`config.mk`:
```
export PLATFORM = sky130hd
export DESIGN_NAME = fbpes_ctrl
export DESIGN_NICKNAME = d
export VERILOG_FILES = /design/src/pkg/fbpes_pkg.sv /design/src/fbpes_bus.sv /design/src/fbpes_ctrl.sv
export SDC_FILE = /design/constraint.sdc
export NUM_CORES = 1
export LEC_CHECK = 0
export BUFFER_PORTS_ARGS = -buffer_cell sky130_fd_sc_hd__buf_2
export CAP_MARGIN = 20
export CORE_MARGIN = 4
export CORE_UTILIZATION = 60
export CTS_CLUSTER_SIZE = 10
export DETAILED_ROUTE_END_ITERATION = 8
export PLACE_DENSITY = 0.83
export SYNTH_ARGS = -nofsm -noshare
export SYNTH_HDL_FRONTEND = slang
export SYNTH_SLANG_ARGS = --single-unit
```
`constraint.sdc`:
```
create_clock -name mclk -period 16 [get_ports mclk]
set_clock_uncertainty 0.1 [all_clocks]
set_input_delay 0.8 -clock mclk [delete_from_list [all_inputs] [get_ports mclk]]
set_output_delay 0.8 -clock mclk [all_outputs]
set_load 0.01 [all_outputs]
```
`src/pkg/fbpes_pkg.sv`:
```
// Constants, command codes and shared types of the flash sequencer host
// ---------------------------------------------------------------------
// How it works
// Device ignores commands while programming, except suspend
// No secure, ident or query access while programming
// Reset pin aborts programming; restart afterwards
// Same address may be programmed repeatedly
// Write buffer holds sixteen words, one operation
// Two unlocks then buffer load at sector
// Then write word count minus one at sector
// Count beyond buffer size aborts the operation
// Loads outside first page abort the operation
// Loads outside the load sector abort
// Counter drops each load; last data wins
// Confirm at sector after loads, else abort
// Abort shows abort flag set, error clear, toggling
// Buffer program suspendable; completes into read mode (host only ever suspends sector erase)
// Sector erase: unlock, setup, unlock, erase command
// Sector erase accepts only suspend; one sector each
// Erase end returns to read, status bits report
// Chip erase preprograms, then erases to ones
// Chip erase ignores commands; reset still aborts
// Erase suspend works only during sector erase
// Suspend completes within twenty microseconds
// Suspended: other sectors usable, status on low byte
// Polling bit inverted while programming, true after
// Keep sector, page and count; compare loads
// ---------------------------------------------------------------------
package fbpes_pkg;

   // ---------------------------------------------------------------------
   // Timing
   // ---------------------------------------------------------------------
   localparam int CLK_PERIOD_NS = 25;
   localparam int T_AS_NS = 10;
   localparam int T_WP_NS = 35;
   localparam int T_WPH_NS = 20;
   localparam int T_ACC_NS = 70;
   localparam int T_RP_NS = 500;
   localparam int T_RH_NS = 200;
   localparam int T_SUSP_US = 20;
   localparam int AS_CYC = (T_AS_NS + CLK_PERIOD_NS - 1) / CLK_PERIOD_NS;
   localparam int WP_CYC = (T_WP_NS + CLK_PERIOD_NS - 1) / CLK_PERIOD_NS;
   localparam int WPH_CYC = (T_WPH_NS + CLK_PERIOD_NS - 1) / CLK_PERIOD_NS;
   localparam int ACC_CYC = (T_ACC_NS + CLK_PERIOD_NS - 1) / CLK_PERIOD_NS;
   localparam int RP_CYC = (T_RP_NS + CLK_PERIOD_NS - 1) / CLK_PERIOD_NS;
   localparam int RH_CYC = (T_RH_NS + CLK_PERIOD_NS - 1) / CLK_PERIOD_NS;
   localparam int SUSP_CYC = (T_SUSP_US * 1000 + CLK_PERIOD_NS - 1) / CLK_PERIOD_NS;
   localparam logic [11:0] AS_CNT = 12'(AS_CYC);
   localparam logic [11:0] WP_CNT = 12'(WP_CYC);
   localparam logic [11:0] WPH_CNT = 12'(WPH_CYC);
   localparam logic [11:0] ACC_CNT = 12'(ACC_CYC);
   localparam logic [11:0] RP_CNT = 12'(RP_CYC);
   localparam logic [11:0] RH_CNT = 12'(RH_CYC);
   localparam logic [11:0] SUSP_CNT = 12'(SUSP_CYC);

   // ---------------------------------------------------------------------
   // Address layout and status bit positions
   // ---------------------------------------------------------------------
   localparam int SECT_LSB = 15;
   localparam int PAGE_LSB = 4;
   localparam logic [4:0] BUF_WORDS = 5'h10;
   localparam int POLL_BIT = 7;
   localparam int TOGGLE_BIT = 6;
   localparam int ERR_BIT = 5;
   localparam int TOGGLE2_BIT = 2;
   localparam int ABORT_BIT = 1;

   // ---------------------------------------------------------------------
   // Command cycles
   // ---------------------------------------------------------------------
   localparam logic [21:0] UNLOCK_A1 = 22'h000555;
   localparam logic [21:0] UNLOCK_A2 = 22'h0002aa;
   localparam logic [15:0] UNLOCK_D1 = 16'h00aa;
   localparam logic [15:0] UNLOCK_D2 = 16'h0055;
   localparam logic [15:0] CMD_PROG = 16'h00a0;
   localparam logic [15:0] CMD_BUF_LOAD = 16'h0025;
   localparam logic [15:0] CMD_BUF_CONFIRM = 16'h0029;
   localparam logic [15:0] CMD_ERASE_SETUP = 16'h0080;
   localparam logic [15:0] CMD_SECT_ERASE = 16'h0030;
   localparam logic [15:0] CMD_CHIP_ERASE = 16'h0010;
   localparam logic [15:0] CMD_SUSPEND = 16'h00b0;
   localparam logic [15:0] CMD_RESUME = 16'h0030;
   localparam logic [15:0] CMD_RESET = 16'h00f0;

   typedef enum logic [3:0] {
      OP_READ = 4'h0,
      OP_PROG = 4'h1,
      OP_BUF = 4'h2,
      OP_SERASE = 4'h3,
      OP_CERASE = 4'h4,
      OP_SUSPEND = 4'h5,
      OP_RESUME = 4'h6,
      OP_RESET = 4'h7,
      OP_HWRESET = 4'h8
   } fbpes_op_t;

   typedef enum logic [1:0] {
      RSP_OK = 2'h0,
      RSP_ABORT = 2'h1,
      RSP_ERROR = 2'h2,
      RSP_REFUSED = 2'h3
   } fbpes_rsp_t;

endpackage

```
`src/fbpes_bus.sv`:
```
// Single asynchronous flash bus cycle: strobe timing for one read or write
`timescale 1ns/1ps
module fbpes_bus
   import fbpes_pkg::*;
(
   input wire logic mclk,
   input wire logic rst,
   input wire logic req,
   input wire logic req_wr,
   input wire logic [21:0] req_addr,
   input wire logic [15:0] req_data,
   output logic done,
   output logic [15:0] rdata,
   output logic [21:0] fl_addr,
   output logic [15:0] fl_dq_out,
   output logic fl_dq_oe,
   input wire logic [15:0] fl_dq_in,
   output logic fl_ce_n,
   output logic fl_we_n,
   output logic fl_oe_n
);
   import fbpes_pkg::*;

   typedef enum logic [1:0] {
      B_IDLE = 2'b00,
      B_SETUP = 2'b01,
      B_STROBE = 2'b10,
      B_HOLD = 2'b11
   } fbpes_phase_t;

   typedef struct packed {
      fbpes_phase_t phase;
      logic wr;
      logic [11:0] cnt;
      logic done;
      logic [15:0] rdata;
      logic [21:0] addr;
      logic [15:0] dq_out;
      logic dq_oe;
      logic ce_n;
      logic we_n;
      logic oe_n;
   } fbpes_bus_t;

   fbpes_bus_t r_reg, r_next;

   always_comb begin
      r_next = r_reg;
      r_next.done = 1'b0;
      case (r_reg.phase)
         B_IDLE: begin
            if (req) begin
               r_next.addr = req_addr;
               r_next.dq_out = req_data;
               r_next.wr = req_wr;
               r_next.dq_oe = req_wr;
               r_next.ce_n = 1'b0;
               r_next.cnt = AS_CNT;
               r_next.phase = B_SETUP;
            end
         end
         B_SETUP: begin
            if (r_reg.cnt > 12'h001) begin
               r_next.cnt = r_reg.cnt - 12'h001;
            end else begin
               r_next.we_n = ~r_reg.wr;
               r_next.oe_n = r_reg.wr;
               r_next.cnt = r_reg.wr ? WP_CNT : ACC_CNT;
               r_next.phase = B_STROBE;
            end
         end
         B_STROBE: begin
            if (r_reg.cnt > 12'h001) begin
               r_next.cnt = r_reg.cnt - 12'h001;
            end else begin
               // Sampled before OE rises, after full access time
               if (!r_reg.wr) begin
                  r_next.rdata = fl_dq_in;
               end
               r_next.we_n = 1'b1;
               r_next.oe_n = 1'b1;
               r_next.cnt = WPH_CNT;
               r_next.phase = B_HOLD;
            end
         end
         default: begin
            if (r_reg.cnt > 12'h001) begin
               r_next.cnt = r_reg.cnt - 12'h001;
            end else begin
               // CE and OE both rise between reads, so toggle bits advance
               r_next.ce_n = 1'b1;
               r_next.dq_oe = 1'b0;
               r_next.done = 1'b1;
               r_next.phase = B_IDLE;
            end
         end
      endcase
   end

   always_ff @(posedge mclk or posedge rst) begin
      if (rst) begin
         r_reg <= '{phase: B_IDLE, wr: 1'b0, cnt: 12'h000, done: 1'b0, rdata: 16'h0000,
                    addr: 22'h000000, dq_out: 16'h0000, dq_oe: 1'b0, ce_n: 1'b1,
                    we_n: 1'b1, oe_n: 1'b1};
      end else begin
         r_reg <= r_next;
      end
   end

   assign done = r_reg.done;
   assign rdata = r_reg.rdata;
   assign fl_addr = r_reg.addr;
   assign fl_dq_out = r_reg.dq_out;
   assign fl_dq_oe = r_reg.dq_oe;
   assign fl_ce_n = r_reg.ce_n;
   assign fl_we_n = r_reg.we_n;
   assign fl_oe_n = r_reg.oe_n;
endmodule

```
`src/fbpes_ctrl.sv`:
```
// Host sequencer: program, buffer program, erase, suspend and reset of a NOR flash
`timescale 1ns/1ps
module fbpes_ctrl
   import fbpes_pkg::*;
(
   input wire logic mclk,
   input wire logic rst,
   input wire logic cmd_valid,
   output logic cmd_ready,
   input wire fbpes_pkg::fbpes_op_t cmd_op,
   input wire logic [21:0] cmd_addr,
   input wire logic [15:0] cmd_data,
   input wire logic [4:0] cmd_count,
   input wire logic ld_valid,
   output logic ld_ready,
   input wire logic [3:0] ld_offset,
   input wire logic [15:0] ld_data,
   output logic rsp_valid,
   output fbpes_pkg::fbpes_rsp_t rsp_status,
   output logic [15:0] rsp_data,
   output logic busy,
   output logic suspended,
   output logic [21:0] fl_addr,
   output logic [15:0] fl_dq_out,
   output logic fl_dq_oe,
   input wire logic [15:0] fl_dq_in,
   output logic fl_ce_n,
   output logic fl_we_n,
   output logic fl_oe_n,
   output logic fl_reset_n
);
   import fbpes_pkg::*;

   typedef enum logic [2:0] {
      S_IDLE = 3'b000,
      S_HDR = 3'b001,
      S_LOAD = 3'b010,
      S_POLL = 3'b011,
      S_WAIT = 3'b100,
      S_HWRST = 3'b101,
      S_FINISH = 3'b110,
      S_CONF = 3'b111
   } fbpes_state_t;

   typedef struct packed {
      logic last;
      logic wr;
      logic [21:0] a;
      logic [15:0] d;
   } fbpes_cyc_t;

   typedef struct packed {
      fbpes_state_t st;
      fbpes_op_t op;
      logic [2:0] step;
      logic [21:0] sa;
      logic [21:0] addr;
      logic [15:0] data;
      logic [4:0] cnt;
      logic pend;
      logic bus_req;
      logic bus_wr;
      logic [21:0] bus_addr;
      logic [15:0] bus_data;
      logic have_prev;
      logic [15:0] prev;
      logic [11:0] wait_cnt;
      logic hw_high;
      fbpes_rsp_t res;
      logic rst_n;
      logic cmd_ready;
      logic ld_ready;
      logic rsp_valid;
      fbpes_rsp_t rsp_status;
      logic [15:0] rsp_data;
      logic busy;
      logic suspended;
   } fbpes_ctl_t;

   fbpes_ctl_t r_reg, r_next;
   logic bus_done;
   logic [15:0] bus_rdata;
   fbpes_cyc_t cyc;

   // ---------------------------------------------------------------------
   // Command cycle tables
   // ---------------------------------------------------------------------
   function automatic fbpes_cyc_t hdr_cycle(input fbpes_op_t op, input logic [2:0] k,
                                            input logic [21:0] sa, input logic [21:0] a,
                                            input logic [15:0] d, input logic [4:0] n);
      fbpes_cyc_t c;
      c = '{last: 1'b0, wr: 1'b1, a: UNLOCK_A1, d: UNLOCK_D1};
      if (k == 3'd1 || k == 3'd4) begin
         c.a = UNLOCK_A2;
         c.d = UNLOCK_D2;
      end
      case (op)
         OP_PROG: begin
            if (k == 3'd2) begin
               c.d = CMD_PROG;
            end else if (k == 3'd3) begin
               c = '{last: 1'b1, wr: 1'b1, a: a, d: d};
            end
         end
         OP_BUF: begin
            if (k == 3'd2) begin
               c.a = sa;
               c.d = CMD_BUF_LOAD;
            end else if (k == 3'd3) begin
               c = '{last: 1'b1, wr: 1'b1, a: sa, d: {11'h000, n - 5'd1}};
            end
         end
         OP_SERASE, OP_CERASE: begin
            if (k == 3'd2) begin
               c.d = CMD_ERASE_SETUP;
            end else if (k == 3'd5) begin
               c.last = 1'b1;
               c.a = (op == OP_SERASE) ? sa : UNLOCK_A1;
               c.d = (op == OP_SERASE) ? CMD_SECT_ERASE : CMD_CHIP_ERASE;
            end
         end
         OP_RESET: begin
            if (k == 3'd2) begin
               c.d = CMD_RESET;
               c.last = 1'b1;
            end
         end
         OP_SUSPEND: c = '{last: 1'b1, wr: 1'b1, a: sa, d: CMD_SUSPEND};
         OP_RESUME: c = '{last: 1'b1, wr: 1'b1, a: sa, d: CMD_RESUME};
         default: c = '{last: 1'b1, wr: 1'b0, a: a, d: 16'h0000};
      endcase
      return c;
   endfunction

   // ---------------------------------------------------------------------
   // Sequencer
   // ---------------------------------------------------------------------
   always_comb begin
      r_next = r_reg;
      r_next.bus_req = 1'b0;
      r_next.rsp_valid = 1'b0;
      cyc = hdr_cycle(r_reg.op, r_reg.step, r_reg.sa, r_reg.addr, r_reg.data, r_reg.cnt);
      case (r_reg.st)
         S_IDLE: begin
            if (cmd_valid && r_reg.cmd_ready) begin
               if (cmd_op == OP_HWRESET) begin
                  r_next.rst_n = 1'b0;
                  r_next.hw_high = 1'b0;
                  r_next.wait_cnt = RP_CNT;
                  r_next.cmd_ready = 1'b0;
                  r_next.busy = 1'b1;
                  r_next.st = S_HWRST;
               end else if ((cmd_op == OP_BUF && (cmd_count == 5'd0 || cmd_count > BUF_WORDS))
                            || (cmd_op == OP_SUSPEND)
                            || (cmd_op == OP_RESUME && !r_reg.suspended)
                            || ((cmd_op == OP_SERASE || cmd_op == OP_CERASE || cmd_op == OP_BUF)
                                && r_reg.suspended)
                            || cmd_op > OP_HWRESET) begin
                  // Refused here rather than letting the device abort
                  r_next.rsp_valid = 1'b1;
                  r_next.rsp_status = RSP_REFUSED;
               end else begin
                  r_next.op = cmd_op;
                  r_next.addr = cmd_addr;
                  r_next.data = cmd_data;
                  r_next.cnt = cmd_count;
                  r_next.sa = (cmd_op == OP_RESUME) ? r_reg.sa
                              : {cmd_addr[21:SECT_LSB], 15'h0000};
                  r_next.step = 3'd0;
                  r_next.res = RSP_OK;
                  r_next.cmd_ready = 1'b0;
                  r_next.busy = 1'b1;
                  r_next.st = S_HDR;
               end
            end
         end
         S_HDR: begin
            if (!r_reg.pend) begin
               r_next.bus_req = 1'b1;
               r_next.bus_wr = cyc.wr;
               r_next.bus_addr = cyc.a;
               r_next.bus_data = cyc.d;
               r_next.pend = 1'b1;
            end else if (bus_done) begin
               r_next.pend = 1'b0;
               r_next.step = r_reg.step + 3'd1;
               if (cyc.last) begin
                  r_next.have_prev = 1'b0;
                  case (r_reg.op)
                     OP_READ: begin
                        // Inside a suspended sector this is status on the low byte
                        r_next.rsp_data = bus_rdata;
                        r_next.st = S_FINISH;
                     end
                     OP_BUF: begin
                        r_next.ld_ready = 1'b1;
                        r_next.st = S_LOAD;
                     end
                     OP_SUSPEND: begin
                        r_next.wait_cnt = SUSP_CNT;
                        r_next.st = S_WAIT;
                     end
                     OP_RESUME: begin
                        r_next.suspended = 1'b0;
                        r_next.op = OP_SERASE;
                        r_next.addr = r_reg.sa;
                        r_next.st = S_POLL;
                     end
                     OP_RESET: r_next.st = S_FINISH;
                     OP_SERASE: begin
                        r_next.addr = r_reg.sa;
                        r_next.cmd_ready = 1'b1;
                        r_next.st = S_POLL;
                     end
                     default: r_next.st = S_POLL;
                  endcase
               end
            end
         end
         S_LOAD: begin
            if (ld_valid && r_reg.ld_ready) begin
               // Offset only within the latched page, so page and sector cannot drift
               r_next.addr = {r_reg.addr[21:PAGE_LSB], ld_offset};
               r_next.bus_req = 1'b1;
               r_next.bus_wr = 1'b1;
               r_next.bus_addr = {r_reg.addr[21:PAGE_LSB], ld_offset};
               r_next.bus_data = ld_data;
               r_next.ld_ready = 1'b0;
               r_next.pend = 1'b1;
            end else if (r_reg.pend && bus_done) begin
               r_next.pend = 1'b0;
               r_next.cnt = r_reg.cnt - 5'd1;
               if (r_reg.cnt == 5'd1) begin
                  r_next.st = S_CONF;
               end else begin
                  r_next.ld_ready = 1'b1;
               end
            end
         end
         S_CONF: begin
            if (!r_reg.pend) begin
               r_next.bus_req = 1'b1;
               r_next.bus_wr = 1'b1;
               r_next.bus_addr = r_reg.sa;
               r_next.bus_data = CMD_BUF_CONFIRM;
               r_next.pend = 1'b1;
            end else if (bus_done) begin
               r_next.pend = 1'b0;
               r_next.st = S_POLL;
            end
         end
         S_POLL: begin
            r_next.cmd_ready = 1'b0;
            if (r_reg.op == OP_SERASE && cmd_valid && r_reg.cmd_ready && !r_reg.pend) begin
               if (cmd_op == OP_SUSPEND) begin
                  r_next.op = OP_SUSPEND;
                  r_next.step = 3'd0;
                  r_next.st = S_HDR;
               end else begin
                  r_next.rsp_valid = 1'b1;
                  r_next.rsp_status = RSP_REFUSED;
               end
            end else if (!r_reg.pend) begin
               r_next.bus_req = 1'b1;
               r_next.bus_wr = 1'b0;
               r_next.bus_addr = r_reg.addr;
               r_next.pend = 1'b1;
            end else if (bus_done) begin
               r_next.pend = 1'b0;
               r_next.cmd_ready = (r_reg.op == OP_SERASE);
               r_next.prev = bus_rdata;
               r_next.have_prev = 1'b1;
               if (r_reg.have_prev) begin
                  if (r_reg.prev[TOGGLE_BIT] == bus_rdata[TOGGLE_BIT]) begin
                     // Toggle stopped: back in read mode
                     r_next.rsp_data = bus_rdata;
                     r_next.cmd_ready = 1'b0;
                     if (r_reg.op == OP_PROG && bus_rdata[POLL_BIT] != r_reg.data[POLL_BIT]) begin
                        r_next.res = RSP_ERROR;
                     end
                     r_next.st = S_FINISH;
                  end else if (r_reg.prev[ABORT_BIT] && !r_reg.prev[ERR_BIT]) begin
                     // Abort state needs the reset sequence to leave
                     r_next.res = RSP_ABORT;
                     r_next.op = OP_RESET;
                     r_next.step = 3'd0;
                     r_next.cmd_ready = 1'b0;
                     r_next.st = S_HDR;
                  end else if (r_reg.prev[ERR_BIT]) begin
                     r_next.res = RSP_ERROR;
                     r_next.op = OP_RESET;
                     r_next.step = 3'd0;
                     r_next.cmd_ready = 1'b0;
                     r_next.st = S_HDR;
                  end
               end
            end
         end
         S_WAIT: begin
            if (r_reg.wait_cnt > 12'h001) begin
               r_next.wait_cnt = r_reg.wait_cnt - 12'h001;
            end else begin
               r_next.suspended = 1'b1;
               r_next.st = S_FINISH;
            end
         end
         S_HWRST: begin
            if (r_reg.wait_cnt > 12'h001) begin
               r_next.wait_cnt = r_reg.wait_cnt - 12'h001;
            end else if (!r_reg.hw_high) begin
               r_next.rst_n = 1'b1;
               r_next.hw_high = 1'b1;
               r_next.wait_cnt = RH_CNT;
            end else begin
               r_next.suspended = 1'b0;
               r_next.res = RSP_OK;
               r_next.st = S_FINISH;
            end
         end
         default: begin
            r_next.rsp_valid = 1'b1;
            r_next.rsp_status = r_reg.res;
            r_next.busy = 1'b0;
            r_next.cmd_ready = 1'b1;
            r_next.st = S_IDLE;
         end
      endcase
   end

   always_ff @(posedge mclk or posedge rst) begin
      if (rst) begin
         r_reg <= '{st: S_IDLE, op: OP_READ, step: 3'd0, sa: 22'h000000, addr: 22'h000000,
                    data: 16'h0000, cnt: 5'd0, pend: 1'b0, bus_req: 1'b0, bus_wr: 1'b0,
                    bus_addr: 22'h000000, bus_data: 16'h0000, have_prev: 1'b0,
                    prev: 16'h0000, wait_cnt: 12'h000, hw_high: 1'b0, res: RSP_OK,
                    rst_n: 1'b1, cmd_ready: 1'b1, ld_ready: 1'b0, rsp_valid: 1'b0,
                    rsp_status: RSP_OK, rsp_data: 16'h0000, busy: 1'b0, suspended: 1'b0};
      end else begin
         r_reg <= r_next;
      end
   end

   fbpes_bus u_bus (
      .mclk(mclk),
      .rst(rst),
      .req(r_reg.bus_req),
      .req_wr(r_reg.bus_wr),
      .req_addr(r_reg.bus_addr),
      .req_data(r_reg.bus_data),
      .done(bus_done),
      .rdata(bus_rdata),
      .fl_addr(fl_addr),
      .fl_dq_out(fl_dq_out),
      .fl_dq_oe(fl_dq_oe),
      .fl_dq_in(fl_dq_in),
      .fl_ce_n(fl_ce_n),
      .fl_we_n(fl_we_n),
      .fl_oe_n(fl_oe_n)
   );

   assign cmd_ready = r_reg.cmd_ready;
   assign ld_ready = r_reg.ld_ready;
   assign rsp_valid = r_reg.rsp_valid;
   assign rsp_status = r_reg.rsp_status;
   assign rsp_data = r_reg.rsp_data;
   assign busy = r_reg.busy;
   assign suspended = r_reg.suspended;
   assign fl_reset_n = r_reg.rst_n;
endmodule

```
==> results.sh <==
export IMPL_regToRegSetupSlack_ns=12.44
export IMPL_gp_congestion=1.00
export IMPL_drv_slew=0
export IMPL_setup_viol=0
export IMPL_vias=8981
export IMPL_rsz0062_at_grt="false"
export IMPL_std_cell_rows=50
export IMPL_ys_seq_area_share_pct=47.2
export IMPL_synth_compound_area_share_pct=17.4
export IMPL_synthFlopType="dfrtp_1"
export IMPL_h_tree_depth=1
export IMPL_cts_hold_buffers_added=0
export IMPL_synth_nets=1213
export IMPL_drtPass1Iterations=5
export IMPL_peakVddDrop_mv=0.0733
export IMPL_largest_reg_flops=120
export IMPL_synthArstFlopShare_pct=100
export IMPL_cp_arrival_ns=3.87
export IMPL_clkTransAtPathRegs_ns=0.06
export IMPL_drtIter0Drc=702
export IMPL_stdcell_area_um2=12800
export IMPL_rr_startpoint="r_reg[170]$_DFFE_PP0P_"
export IMPL_critPathMaxFanout=26
export IMPL_fin_crit_ns=3.56
export IMPL_ant_nets=0
export IMPL_syn_area_per_cell_um2=10.4
export IMPL_synth_xor_area_share_pct=1.51
export IMPL_initial_core_util_pct=61.5
export IMPL_final_hold_viol_count=0
export IMPL_grt_pass1_wl_um=46200
export IMPL_ys_warn_count=0
export IMPL_synth_adder_area_share_pct=1.84
export IMPL_wl_per_cell_um=19.4
export IMPL_die_width_um=147
export IMPL_post_route_util_pct=68.1
export IMPL_powerDensity_nw_per_um2=86.8
export IMPL_slew_headroom_pct=27.7
export IMPL_routed_wirelength_um=28400
export IMPL_synthMuxAreaShare_pct=11.2
export IMPL_worstSetupStartpointType="flop"
export IMPL_dpl_hpwl_um=20200
export IMPL_syn_to_final_growth_pct=10.7
export IMPL_max_slew_worst_pin_slew_ns=1.08
export IMPL_r2r_end="r_reg[91]$_DFFE_PP0P_"
export IMPL_cts_buffers=26
export IMPL_core_um2=18800
export IMPL_portBuffers=152
export IMPL_p_leak_uw=0.00612
export IMPL_synth_top_family_by_area="compound AO/OA/AOI/OAI gates"
export IMPL_insertion_delay_ns=0.52
export IMPL_cts_buffer_depth=3
export IMPL_multi_input_area_um2=5320
export IMPL_synth_cell_area_um2=11600
export IMPL_status="complete, no violations"
export IMPL_pin_count=153
export IMPL_grt_pass1_vias=8896
export IMPL_worstHoldPathType="input port to async pin"
export IMPL_antenna_found_initial=0
export IMPL_synth_cell_types=92
export IMPL_drv_cap=0
export IMPL_regArea_um2=5460
export IMPL_fillers=1397
export IMPL_root_buffer="clkbuf_16"
export IMPL_ctsResizeCount=0
export IMPL_grt_start_max_net_pins=98
export IMPL_endpoint_kind="flop"
export IMPL_die_area_um2=21600
export IMPL_vias_per_cell=6.14
export IMPL_layout_drive_gt1_share_pct=28.0
export IMPL_final_nets=1287
export IMPL_max_clock_freq_mhz=281
export IMPL_cts_tree="yes"
export IMPL_synthSimpleGateAreaFrac_pct=13.9
export IMPL_synth_seq_cells=218
export IMPL_critPathKind="flop to flop"
export IMPL_drc_errors=0
export IMPL_tns_ns=0
export IMPL_n_antenna_cell=0
export IMPL_syn_inst=1109
export IMPL_grtUsageTotal_pct=25.9
export IMPL_reg2regPathDepth=7
export IMPL_final_period_utilization_pct=22.2
export IMPL_synth_edf_count=0
export IMPL_cts_sinks=218
export IMPL_placed_area_um2=12000
export IMPL_die_h_um=147
export IMPL_overflow=0
export IMPL_post_cts_buffers=0
export IMPL_cp_required_ns=16.31
-- layout make-up --
| class | count | share of cell area, % |
|---|---|---|
| sequential | 218 | 42.6 |
| clock buffer | 44 | 5.76 |
| tap | 260 | 2.54 |
| inverter | 31 | 0.967 |
| timing repair buffer | 160 | 6.43 |
| clock inverter | 3 | 0.205 |
| multi-input combinational | 746 | 41.5 |
-- how the worst max path moves through the flow --
stage | from | to | slack, ns | cells after the start
2_1_floorplan | rst | busy$_DFFE_PP0P_ | 9.14 | 1
3_3_place_gp | r_reg[170]$_DFFE_PP0P_ | r_reg[74]$_DFFE_PP0P_ | 12.62 | 6
3_5_place_dp | r_reg[170]$_DFFE_PP0P_ | r_reg[91]$_DFFE_PP0P_ | 12.52 | 6
4_1_cts | r_reg[170]$_DFFE_PP0P_ | r_reg[72]$_DFFE_PP0P_ | 12.47 | 6
5_1_grt | r_reg[170]$_DFFE_PP0P_ | r_reg[75]$_DFFE_PP0P_ | 12.27 | 7
6_report | r_reg[170]$_DFFE_PP0P_ | r_reg[91]$_DFFE_PP0P_ | 12.44 | 7
-- placed cells by master (no fill, tap or decap), types with 26 or more instances in the layout --
master / netlist / layout
inv_1: 30 / 29
a22o_1: 34 / 34
dfrtp_1: 213 / 213
o21ai_0: 69 / 69
a21oi_1: 48 / 48
nor2_1: 100 / 99
nand2_1: 67 / 66
clkbuf_16: 0 / 26
mux2_2: 108 / 108
buf_2: 20 / 152
-- synthesized netlist by cell type (8+ instances only) --
master      n  area, um^2
buf_1       8        30.0
buf_4      60         450
nor2_1    100         375
and2_1      9        56.3
o31ai_1     8        60.1
o211ai_1   11        82.6
nand2b_1   14        87.6
a21o_1     11        82.6
buf_2      20         100
a31oi_1    18         113
nor3_1     25         125
a22oi_1     9        67.6
ha_1       17         213
o21ai_0    69         345
nor2b_1    11        68.8
mux2_2    108        1220
xor2_1     14         123
nand2_1    67         251
a22o_1     34         298
inv_1      30         113
nand3_1    13        65.1
a21oi_1    48         240
clkbuf_1   24        90.1
dfrtp_1   213        5330
-- logic make-up (layout without fill, tap and decap cells) --
group,after synthesis,in the layout
flops,218,218
compound gates,288,288
xor+xnor,20,20
simple gates,305,305
mux,116,116
buf+inv,145,238
fa+ha+maj,17,17
-- through the flow --
stage          std cells  power (uW)  hold slack, ns  worst slack (ns)
6_report            1462        1110           0.284             12.44
3_5_place_dp        1414         596           0.378             12.52
3_3_place_gp        1413         596           0.367             12.62
5_1_grt             1462        1150           0.305             12.27
2_1_floorplan       1109         579           0.346              9.14
4_1_cts             1461        1120           0.311             12.47
-- layer usage --
layer	vias up	share of wire [%]	GRT usage, %	routed length [um]
met1	4376	43	36.0	12200
li1	4143	-	-	-
met3	78	6.9	4.13	1970
met5	-	0	0	0
met4	0	3.0	7.41	856
met2	384	47	42.6	13400
-- worst max-delay path: stages (launching register included) --
cell and delay (ns):
dfrtp_1 0.93, nand2b_1 0.24, nand2b_1 0.32, nor2_2 0.87
a31oi_2 0.32, buf_6 0.27, a22o_1 0.24, a21o_1 0.15
-- power breakdown --
group	total (uW)	internal (uW)	switching, uW	leakage (uW)
Sequential	555	554	1.14	0.00289
Clock	527	312	215	0.000368
Combinational	31.4	11.2	20.3	0.00286
Total	1110	877	236	0.00612
(Power assumes the default switching activity.)
